===== src/rtl/ttf_pkg.sv =====
/*
  Shared constants for the tributary framer control block: register
  indices, field positions, reset values and frame layout figures.
  Assumes a single 250 MHz clock domain.
*/
package ttf_pkg;
  typedef enum logic [1:0] {TTF_T3, TTF_E3, TTF_G747} ttf_mode_t;
  // register indices; byte address is index times four
  localparam logic [7:0] IDX_MASTER = 8'h00;
  localparam logic [7:0] IDX_CR1 = 8'h30;
  localparam logic [7:0] IDX_CR2 = 8'h32;
  localparam logic [7:0] IDX_SR1 = 8'h34;
  localparam logic [7:0] IDX_SR2 = 8'h36;
  localparam logic [7:0] IDX_CFG = 8'h38;
  localparam logic [7:0] IDX_LTX1 = 8'h40;
  localparam logic [7:0] IDX_LTX2 = 8'h41;
  localparam logic [7:0] IDX_LRX1 = 8'h42;
  localparam logic [7:0] IDX_LRX2 = 8'h43;
  localparam int CR_AIS_LSB = 8;
  localparam int CR_NAT_LSB = 8;
  localparam int SR_EN_BIT = 7;
  localparam int SR_HI_LSB = 8;
  localparam int SR2_SOF_LSB = 12;
  localparam int LS_STREAMS = 28;
  localparam logic [15:0] LS_RST = 16'hFFFF;
  localparam logic [6:0] CR_RST = 7'h00;
  localparam logic [15:0] IDENT_CODE = 16'h00A5; // arbitrary value
  // frame layout, bit positions counted from zero
  localparam logic [10:0] LEN_T2 = 11'd1176;
  localparam logic [10:0] LEN_E2 = 11'd848;
  localparam logic [10:0] LEN_G747 = 11'd612;
  localparam logic [9:0] FAS_E2 = 10'h3D0;
  localparam logic [9:0] FAS_G747 = 10'h1D0;
  localparam logic [3:0] WLEN_E2 = 4'd10;
  localparam logic [3:0] WLEN_G747 = 4'd9;
  localparam logic [10:0] POS_X_T2 = 11'd1;
  localparam logic [10:0] POS_RAI_E2 = 11'd10;
  localparam logic [10:0] POS_NAT_E2 = 11'd11;
  localparam logic [10:0] POS_RAI_G747 = 11'd168;
  localparam logic [2:0] BURST_FRAMES = 3'd4;
  localparam logic [2:0] MISS_LIMIT = 3'd4;
endpackage


===== src/rtl/ttf_formatter.sv =====
/*
  One tributary transmit formatter: builds framing overhead, alarm and
  national bits around the payload and injects framing error bursts.
  Assumes bit_en_i pulses once per tributary bit.
*/
`timescale 1ns/1ns
`default_nettype none
module ttf_formatter import ttf_pkg::*; (
  input wire logic mclk_i,
  input wire logic nrst_i,
  input wire logic bit_en_i,
  input wire ttf_mode_t mode_i,
  input wire logic payload_i,
  input wire logic rai_i,
  input wire logic ais_i,
  input wire logic inject_i,
  input wire logic nat_i,
  output logic line_o
);
  logic [10:0] pos;
  logic inj_q;
  logic pending;
  logic [2:0] burst;
  logic [10:0] len;
  logic next_bit;
  logic bad;

  assign len = (mode_i == TTF_T3) ? LEN_T2 : (mode_i == TTF_E3) ? LEN_E2 : LEN_G747;
  assign bad = (burst != 3'd0);

  always_ff @(posedge mclk_i or negedge nrst_i) begin
    if (!nrst_i) begin
      pos <= 11'd0;
    end else if (bit_en_i) begin
      pos <= (pos >= len - 11'd1) ? 11'd0 : pos + 11'd1;
    end
  end

  // edge caught here so a short pulse still yields a whole burst
  always_ff @(posedge mclk_i or negedge nrst_i) begin
    if (!nrst_i) begin
      inj_q <= 1'b0;
      pending <= 1'b0;
      burst <= 3'd0;
    end else begin
      inj_q <= inject_i;
      if (inject_i && !inj_q) begin
        pending <= 1'b1;
      end
      if (bit_en_i && pos >= len - 11'd1) begin
        if (bad) begin
          burst <= burst - 3'd1;
        end else if (pending || (inject_i && !inj_q)) begin
          burst <= BURST_FRAMES;
          pending <= 1'b0;
        end
      end
    end
  end

  always_comb begin
    next_bit = payload_i;
    case (mode_i)
      TTF_T3: begin
        if (pos == 11'd0) next_bit = ~bad;
        if (pos == POS_X_T2) next_bit = ~rai_i;
      end
      TTF_E3: begin
        if (pos < 11'(WLEN_E2)) next_bit = FAS_E2[4'd9 - pos[3:0]] ^ bad;
        if (pos == POS_RAI_E2) next_bit = rai_i;
        if (pos == POS_NAT_E2) next_bit = nat_i;
      end
      TTF_G747: begin
        if (pos < 11'(WLEN_G747)) next_bit = FAS_G747[4'd8 - pos[3:0]] ^ bad;
        if (pos == POS_RAI_G747) next_bit = rai_i;
      end
      default: next_bit = payload_i;
    endcase
    if (ais_i) next_bit = 1'b1;
  end

  always_ff @(posedge mclk_i or negedge nrst_i) begin
    if (!nrst_i) begin
      line_o <= 1'b1;
    end else if (bit_en_i) begin
      line_o <= next_bit;
    end
  end
endmodule
`default_nettype wire


===== src/rtl/ttf_receiver.sv =====
/*
  One tributary receive framer: finds the alignment word, tracks the
  frame, reports loss of frame, AIS, remote alarm and the national bit.
  Assumes bit_en_i pulses once per received bit.
*/
`timescale 1ns/1ns
`default_nettype none
module ttf_receiver import ttf_pkg::*; (
  input wire logic mclk_i,
  input wire logic nrst_i,
  input wire logic bit_en_i,
  input wire ttf_mode_t mode_i,
  input wire logic data_i,
  input wire logic resync_i,
  output logic lof_o,
  output logic ais_o,
  output logic rai_o,
  output logic nat_o,
  output logic sof_o
);
  typedef enum logic {TTF_SEARCH, TTF_SYNC} ttf_rx_t;
  ttf_rx_t state;
  logic [9:0] win;
  logic [9:0] next_win;
  logic [10:0] pos;
  logic [10:0] len;
  logic [3:0] wlen;
  logic [2:0] miss;
  logic seen_zero;
  logic hit;

  assign next_win = {win[8:0], data_i};
  assign len = (mode_i == TTF_T3) ? LEN_T2 : (mode_i == TTF_E3) ? LEN_E2 : LEN_G747;
  assign wlen = (mode_i == TTF_T3) ? 4'd1 : (mode_i == TTF_E3) ? WLEN_E2 : WLEN_G747;
  assign hit = (mode_i == TTF_T3) ? data_i :
               (mode_i == TTF_E3) ? (next_win == FAS_E2) : (next_win[8:0] == FAS_G747[8:0]);
  assign lof_o = (state == TTF_SEARCH);

  always_ff @(posedge mclk_i or negedge nrst_i) begin
    if (!nrst_i) begin
      state <= TTF_SEARCH;
      win <= 10'h000;
      pos <= 11'd0;
      miss <= 3'd0;
    end else if (resync_i) begin
      state <= TTF_SEARCH;
      miss <= 3'd0;
    end else if (bit_en_i) begin
      win <= next_win;
      pos <= (pos >= len - 11'd1) ? 11'd0 : pos + 11'd1;
      if (state == TTF_SEARCH && hit) begin
        state <= TTF_SYNC;
        pos <= 11'(wlen);
        miss <= 3'd0;
      end else if (state == TTF_SYNC && pos == 11'(wlen) - 11'd1) begin
        miss <= hit ? 3'd0 : miss + 3'd1;
        if (!hit && miss == MISS_LIMIT - 3'd1) state <= TTF_SEARCH;
      end
    end
  end

  always_ff @(posedge mclk_i or negedge nrst_i) begin
    if (!nrst_i) begin
      seen_zero <= 1'b0;
      ais_o <= 1'b0;
      rai_o <= 1'b0;
      nat_o <= 1'b0;
      sof_o <= 1'b0;
    end else begin
      sof_o <= bit_en_i && state == TTF_SYNC && pos == 11'd0;
      if (bit_en_i) begin
        seen_zero <= (pos >= len - 11'd1) ? 1'b0 : (seen_zero | ~data_i);
        if (pos >= len - 11'd1) ais_o <= ~(seen_zero | ~data_i);
        if (state == TTF_SYNC) begin
          if (mode_i == TTF_T3 && pos == POS_X_T2) rai_o <= ~data_i;
          if (mode_i == TTF_E3 && pos == POS_RAI_E2) rai_o <= data_i;
          if (mode_i == TTF_G747 && pos == POS_RAI_G747) rai_o <= data_i;
          if (mode_i == TTF_E3 && pos == POS_NAT_E2) nat_o <= data_i;
        end
      end
    end
  end
endmodule
`default_nettype wire


===== src/rtl/ttf_framer_ctrl.sv =====
/*
  Tributary framer control: Avalon-MM register slave, seven transmit
  formatters, seven receive framers and the low-speed AIS forcing.
  Assumes tributary bit strobes and data are synchronous to mclk_i.
*/
// The Avalon-MM register port was left to the implementer.
// Behaviour
// - T3 mode: X bit is zero while remote alarm set, one otherwise.
// - E3 mode: bit 11 of each E2 frame carries the remote alarm.
// - G.747 mode: bit 1 of set 2 carries the remote alarm.
// - all-ones control replaces framed data with unframed ones.
// - burst starts only on a rising injection bit; host re-arms.
// - T3 burst corrupts four consecutive F bits.
// - E3 burst inverts four consecutive alignment words.
// - G.747 burst inverts four consecutive nine-bit alignment words.
// - E3 national bits follow control bits 8 to 11; else ignored.
// - reset forces all-ones on every low-speed stream, both directions.
// - receive framers find alignment and report alarms in status.
// - resync control bit makes receive framers search again.
// - received national bits readable in status register 2.
// - loss of frame latched, read clears only once condition gone.
`timescale 1ns/1ns
`default_nettype none
module ttf_framer_ctrl import ttf_pkg::*; #(
  parameter int TRIBS = 7
) (
  input wire logic mclk_i,
  input wire logic nrst_i,
  input wire logic [8:0] avs_address_i,
  input wire logic avs_read_i,
  input wire logic avs_write_i,
  input wire logic [31:0] avs_writedata_i,
  input wire logic [3:0] avs_byteenable_i,
  output logic [31:0] avs_readdata_o,
  output logic avs_waitrequest_o,
  input wire logic [TRIBS-1:0] tx_bit_en_i,
  input wire logic [TRIBS-1:0] tx_payload_i,
  output logic [TRIBS-1:0] tx_line_o,
  input wire logic [TRIBS-1:0] rx_bit_en_i,
  input wire logic [TRIBS-1:0] rx_data_i,
  output logic [LS_STREAMS-1:0] low_speed_tx_ais_o,
  output logic [LS_STREAMS-1:0] low_speed_rx_ais_o
);
  if (TRIBS != 7) begin : g_bad_tribs
    $error("ttf_framer_ctrl serves exactly seven tributaries");
  end

  logic [6:0] tx_remote_alarm_n;
  logic [6:0] tx_all_ones_n;
  logic [6:0] tx_frame_loss_inject_n;
  logic [3:0] e2_national_bit_n;
  logic tributary_resync;
  logic [1:0] cfg_mode;
  logic mux_en;
  logic [15:0] ls_tx1, ls_tx2, ls_rx1, ls_rx2;
  logic [6:0] lof_st, ais_st, rai_st;
  logic [3:0] sof_st;
  logic ie_lof, ie_ais, ie_rai;
  logic [6:0] lof_now, ais_now, rai_now, nat_now, sof_now;
  logic [6:0] tx_line;
  ttf_mode_t mode;
  logic [7:0] idx;
  logic aligned;
  logic take;
  logic wr;
  logic rd_take;
  logic [15:0] next_rdata;

  assign mode = (cfg_mode == 2'd1) ? TTF_E3 : (cfg_mode == 2'd2) ? TTF_G747 : TTF_T3;
  assign idx = avs_address_i[8:2] == 7'h00 ? 8'h00 : {1'b0, avs_address_i[8:2]};
  assign aligned = (avs_address_i[1:0] == 2'b00);
  // requests are taken on the first cycle, answered one cycle later
  assign take = avs_waitrequest_o && (avs_read_i || avs_write_i);
  assign wr = avs_write_i && !avs_waitrequest_o && aligned;
  assign rd_take = avs_read_i && avs_waitrequest_o && aligned;

  function automatic logic [15:0] be_merge(input logic [15:0] old, input logic [31:0] d,
                                           input logic [3:0] be);
    be_merge = {be[1] ? d[15:8] : old[15:8], be[0] ? d[7:0] : old[7:0]};
  endfunction

  always_ff @(posedge mclk_i or negedge nrst_i) begin
    if (!nrst_i) begin
      avs_waitrequest_o <= 1'b1;
    end else begin
      avs_waitrequest_o <= !take;
    end
  end

  always_comb begin
    next_rdata = 16'h0000;
    case (idx)
      IDX_MASTER: next_rdata = IDENT_CODE;
      IDX_CR1: next_rdata = {1'b0, tx_all_ones_n, 1'b0, tx_remote_alarm_n};
      IDX_CR2: next_rdata = {4'h0, e2_national_bit_n, 1'b0, tx_frame_loss_inject_n};
      IDX_SR1: next_rdata = {ie_ais, ais_st, ie_lof, lof_st};
      IDX_SR2: next_rdata = {sof_st, nat_now[3:0], ie_rai, rai_st};
      IDX_CFG: next_rdata = {13'h0000, mux_en, cfg_mode};
      IDX_LTX1: next_rdata = ls_tx1;
      IDX_LTX2: next_rdata = ls_tx2;
      IDX_LRX1: next_rdata = ls_rx1;
      IDX_LRX2: next_rdata = ls_rx2;
      default: next_rdata = 16'h0000;
    endcase
    if (!aligned) next_rdata = 16'h0000;
  end

  always_ff @(posedge mclk_i or negedge nrst_i) begin
    if (!nrst_i) begin
      avs_readdata_o <= 32'h00000000;
    end else if (avs_read_i && avs_waitrequest_o) begin
      avs_readdata_o <= {16'h0000, next_rdata};
    end
  end

  // control registers
  always_ff @(posedge mclk_i or negedge nrst_i) begin
    if (!nrst_i) begin
      tx_remote_alarm_n <= CR_RST;
      tx_all_ones_n <= CR_RST;
      tx_frame_loss_inject_n <= CR_RST;
      e2_national_bit_n <= 4'h0;
      cfg_mode <= 2'd0;
      mux_en <= 1'b1;
      ie_lof <= 1'b0;
      ie_ais <= 1'b0;
      ie_rai <= 1'b0;
    end else if (wr) begin
      case (idx)
        IDX_CR1: begin
          if (avs_byteenable_i[0]) tx_remote_alarm_n <= avs_writedata_i[6:0];
          if (avs_byteenable_i[1]) tx_all_ones_n <= avs_writedata_i[CR_AIS_LSB +: 7];
        end
        IDX_CR2: begin
          if (avs_byteenable_i[0]) tx_frame_loss_inject_n <= avs_writedata_i[6:0];
          if (avs_byteenable_i[1]) e2_national_bit_n <= avs_writedata_i[CR_NAT_LSB +: 4];
        end
        IDX_SR1: begin
          if (avs_byteenable_i[0]) ie_lof <= avs_writedata_i[SR_EN_BIT];
          if (avs_byteenable_i[1]) ie_ais <= avs_writedata_i[SR_HI_LSB + SR_EN_BIT];
        end
        IDX_SR2: begin
          if (avs_byteenable_i[0]) ie_rai <= avs_writedata_i[SR_EN_BIT];
        end
        IDX_CFG: begin
          if (avs_byteenable_i[0]) begin
            cfg_mode <= (avs_writedata_i[1:0] == 2'd3) ? 2'd0 : avs_writedata_i[1:0];
            mux_en <= avs_writedata_i[2];
          end
        end
        default: begin
        end
      endcase
    end
  end

  // resync is a one-cycle pulse on write of bit 0
  always_ff @(posedge mclk_i or negedge nrst_i) begin
    if (!nrst_i) begin
      tributary_resync <= 1'b0;
    end else begin
      tributary_resync <= wr && idx == IDX_MASTER && avs_byteenable_i[0] && avs_writedata_i[0];
    end
  end

  // low-speed forcing, all ones after reset
  always_ff @(posedge mclk_i or negedge nrst_i) begin
    if (!nrst_i) begin
      ls_tx1 <= LS_RST;
      ls_tx2 <= LS_RST;
      ls_rx1 <= LS_RST;
      ls_rx2 <= LS_RST;
    end else if (wr) begin
      if (idx == IDX_LTX1) ls_tx1 <= be_merge(ls_tx1, avs_writedata_i, avs_byteenable_i);
      if (idx == IDX_LTX2) ls_tx2 <= be_merge(ls_tx2, avs_writedata_i, avs_byteenable_i);
      if (idx == IDX_LRX1) ls_rx1 <= be_merge(ls_rx1, avs_writedata_i, avs_byteenable_i);
      if (idx == IDX_LRX2) ls_rx2 <= be_merge(ls_rx2, avs_writedata_i, avs_byteenable_i);
    end
  end

  always_ff @(posedge mclk_i or negedge nrst_i) begin
    if (!nrst_i) begin
      low_speed_tx_ais_o <= '1;
      low_speed_rx_ais_o <= '1;
    end else begin
      low_speed_tx_ais_o <= {ls_tx2[11:0], ls_tx1};
      low_speed_rx_ais_o <= {ls_rx2[11:0], ls_rx1};
    end
  end

  // latched status; a set in the clearing cycle wins
  always_ff @(posedge mclk_i or negedge nrst_i) begin
    if (!nrst_i) begin
      lof_st <= 7'h00;
      ais_st <= 7'h00;
      rai_st <= 7'h00;
      sof_st <= 4'h0;
    end else begin
      if (rd_take && idx == IDX_SR1) begin
        lof_st <= lof_now;
        ais_st <= ais_now;
      end else begin
        lof_st <= lof_st | lof_now;
        ais_st <= ais_st | ais_now;
      end
      if (rd_take && idx == IDX_SR2) begin
        rai_st <= rai_now;
        sof_st <= sof_now[3:0];
      end else begin
        rai_st <= rai_st | rai_now;
        sof_st <= sof_st | sof_now[3:0];
      end
    end
  end

  genvar g;
  generate
    for (g = 0; g < 7; g++) begin : g_trib
      ttf_formatter u_fmt (
        .mclk_i(mclk_i),
        .nrst_i(nrst_i),
        .bit_en_i(tx_bit_en_i[g]),
        .mode_i(mode),
        .payload_i(tx_payload_i[g]),
        .rai_i(tx_remote_alarm_n[g]),
        .ais_i(tx_all_ones_n[g] || !mux_en),
        .inject_i(tx_frame_loss_inject_n[g] && mux_en),
        .nat_i(e2_national_bit_n[g % 4]),
        .line_o(tx_line[g])
      );
      ttf_receiver u_rx (
        .mclk_i(mclk_i),
        .nrst_i(nrst_i),
        .bit_en_i(rx_bit_en_i[g] && mux_en),
        .mode_i(mode),
        .data_i(rx_data_i[g]),
        .resync_i(tributary_resync),
        .lof_o(lof_now[g]),
        .ais_o(ais_now[g]),
        .rai_o(rai_now[g]),
        .nat_o(nat_now[g]),
        .sof_o(sof_now[g])
      );
    end
  endgenerate

  assign tx_line_o = tx_line;
endmodule
`default_nettype wire


===== config.mk =====
export PLATFORM = sky130hd
export DESIGN_NAME = ttf_framer_ctrl
export DESIGN_NICKNAME = d
export VERILOG_FILES = /design/src/rtl/ttf_pkg.sv /design/src/rtl/ttf_formatter.sv /design/src/rtl/ttf_receiver.sv /design/src/rtl/ttf_framer_ctrl.sv
export SDC_FILE = /design/constraint.sdc
export NUM_CORES = 1
export LEC_CHECK = 0
export BUFFER_PORTS_ARGS = -buffer_cell sky130_fd_sc_hd__buf_2
export CAP_MARGIN = 20
export CORE_ASPECT_RATIO = 1.1
export CORE_UTILIZATION = 56
export DETAILED_ROUTE_END_ITERATION = 10
export PLACE_DENSITY = 0.81
export RECOVER_POWER = 25
export SETUP_SLACK_MARGIN = 0.05
export SYNTH_ARGS = -nofsm -noshare
export SYNTH_HDL_FRONTEND = slang
export SYNTH_HIERARCHICAL = 1
export SYNTH_SLANG_ARGS = --single-unit
export TNS_END_PERCENT = 100

===== constraint.sdc =====
create_clock -name mclk_i -period 5.85 [get_ports mclk_i]
set_clock_uncertainty 0.05 [all_clocks]
set_input_delay 0.585 -clock mclk_i [delete_from_list [all_inputs] [get_ports mclk_i]]
set_output_delay 0.585 -clock mclk_i [all_outputs]
set_load 0.01 [all_outputs]

==> results.sh <==
export IMPL_status="finished with violations"
export IMPL_violations="capacitance limit, slew limit"
export IMPL_grt_pass1_vias=23600
export IMPL_cts_tree="built"
export IMPL_setup_ws_ns=1.81
export IMPL_finalPower_mw=9.09
export IMPL_final_common_cell="nand2_1"
export IMPL_place_worst_setup_slack_ns=2.01
export IMPL_path_class="reg -> reg"
export IMPL_critical_path_required_ns=6.31
export IMPL_period_minus_slack_ns=4.04
export IMPL_pwr_density_cell_nw_per_um2=270
export IMPL_wl_per_cell_um=18.9
export IMPL_drv_slew=105
export IMPL_r2r_slack_ns=1.81
export IMPL_cap_violations=1
export IMPL_fillers=4378
export IMPL_antenna_found_initial=5
export IMPL_clock_sinks=510
export IMPL_crit_end="g_trib[1].u_rx/pos[6]"
export IMPL_worstRegToRegCells=10
export IMPL_ir_worst_vdd_mv=0.218
export IMPL_tns_ns=0
export IMPL_drt_iter0_drc=1990
export IMPL_fin_cells=4037
export IMPL_synth_area_per_cell_sq_um=9.71
export IMPL_start_kind="flip-flop"
export IMPL_startpoint="cfg_mode[1]"
export IMPL_cts_made_buffers=53
export IMPL_dieArea_sq_um=56000
export IMPL_dp_hpwl_mm=54.0
export IMPL_drtAntennaViolNets=0
export IMPL_grt_max_degree=159
export IMPL_setup_viol=0
export IMPL_cts_root_buf="clkbuf_16"
export IMPL_via_count=24600
export IMPL_synth_cells=3172
export IMPL_place_inst=3932
export IMPL_grt_pass1_wl_mm=124
export IMPL_p_leak_nw=15.5
export IMPL_multi_input_area_sq_um=16600
export IMPL_clk_latency_ns=0.63
export IMPL_cp_cell_sequence="nor2b_4 -> buf_12 -> buf_4 -> nand2b_1 -> ha_1 -> o211ai_1 -> o21bai_1 -> a221oi_2 -> o21ai_2 -> a21oi_1"
export IMPL_cts_clk_slew_worst_paths_ns=0.07
export IMPL_die_y_um=248
export IMPL_cpLargestDelayFamily="simple AND/OR/NAND/NOR gates"
export IMPL_timing_rr_start="cfg_mode[1]"
export IMPL_cp_max_fo=38
export IMPL_r2r_end="g_trib[1].u_rx/pos[6]"
export IMPL_worst_slew_pin_slew_ns=2.74
export IMPL_hold_viol_final=0
export IMPL_drc=0
export IMPL_end_kind="flip-flop"
export IMPL_slowest_stage="nor2b_4"
export IMPL_fin_nets=3562
export IMPL_core_region_area_sq_um=54000
export IMPL_critical_path_max_stage_delay_ns=0.83
export IMPL_max_freq_mhz=248
export IMPL_io_pins=173
export IMPL_slew_headroom_pct=-82.6
export IMPL_path_buf_inv=2
export IMPL_core_rowCount=89
export IMPL_syn2layout_area_growth_pct=9.40
export IMPL_grt_ovfl_total=0
export IMPL_initial_core_util_pct=57.1
export IMPL_postCtsSetupBuffers=0
export IMPL_numPortBuffers=138
export IMPL_worstPathArrival_ns=4.50
export IMPL_finalCritPeriodShare_pct=69.0
export IMPL_hold_class="in -> reg"
export IMPL_gp_congestion=0.921
export IMPL_h_tree_depth=2
export IMPL_dr_pass1_iters=7
export IMPL_grt_usage_pct=27.5
export IMPL_regArea_sq_um=12900
export IMPL_ys_warn_count=6
export IMPL_worst_path_stages=10
export IMPL_die_w_um=226
export IMPL_viasPerCell=6.08
export IMPL_drive_gt1_share_pct=15.0
export IMPL_netlist_area_sq_um=30800
export IMPL_final_cell_mix="nand2_1, dfrtp_1, ha_1"
export IMPL_wl_mm=76.5
export IMPL_rsz0062_at_grt="false"
export IMPL_clockBufferDepth=3
[report_power, final]
part	switching, mW	internal [mW]	leakage, nW	total [mW]
Combinational	0.893	0.644	8.21	1.54
Sequential	0.353	3.70	6.40	4.06
Clock	1.44	2.06	0.894	3.50
[how the worst min path moves through the flow]
stage,from,end,cells past startpoint
final,avs_write_i,avs_waitrequest_o,2
after global routing,avs_write_i,avs_waitrequest_o,2
after CTS,avs_write_i,avs_waitrequest_o,2
after detailed placement,ls_tx2[3],low_speed_tx_ais_o[19],0
after global placement,ls_tx2[1],low_speed_tx_ais_o[17],0
after floorplan,nrst_i,ais_st[0],0
[per-layer routing]
layer | track usage (%) | routed length, um | share of wire (%) | up-vias
li1 | - | - | - | 11500
met1 | 35.7 | 32000 | 42 | 12000
met2 | 45.8 | 36300 | 47 | 907
met3 | 5.01 | 5350 | 7.0 | 188
met4 | 10.3 | 2790 | 3.6 | 4
met5 | 0 | 27 | 0.035 | -
[what timing repair did]
action / in CTS / in global routing
setup endpoints to repair: 0 / 0
gates resized for setup: 0 / 0
hold buffers: 1 / 0
endpoints found under the hold margin: 2 / 0
[metrics by stage]
step,area [sq um],util (%),hold slack (ns)
final,33700,62.4,0.0927
after global routing,33700,62.4,0.0803
after detailed placement,31900,59.2,0.315
after CTS,33800,62.5,0.0574
after floorplan,30900,-,0.239
after global placement,31900,59.2,0.312
[layout make-up]
type | count | share of cell area, %
timing repair buffer | 161 | 2.50
sequential | 510 | 38.3
antenna | 3 | 0.0223
tap | 728 | 2.70
clock buffer | 79 | 4.61
inverter | 166 | 1.85
clock inverter | 21 | 0.787
multi-input combinational | 2369 | 49.2
[sequential cells by signal (all words and copies together), names as in the netlist, 16 cells and up]
register,flops
ls_rx1,16
ls_tx1,16
avs_readdata_o,16
g_trib.u_rx/win,63
low_speed_rx_ais_o,28
g_trib.u_fmt/pos,77
low_speed_tx_ais_o,28
g_trib.u_fmt/burst,21
g_trib.u_rx/miss,21
ls_tx2,16
ls_rx2,16
g_trib.u_rx/pos,77
No activity file was read; power rests on OpenSTA's default activity.
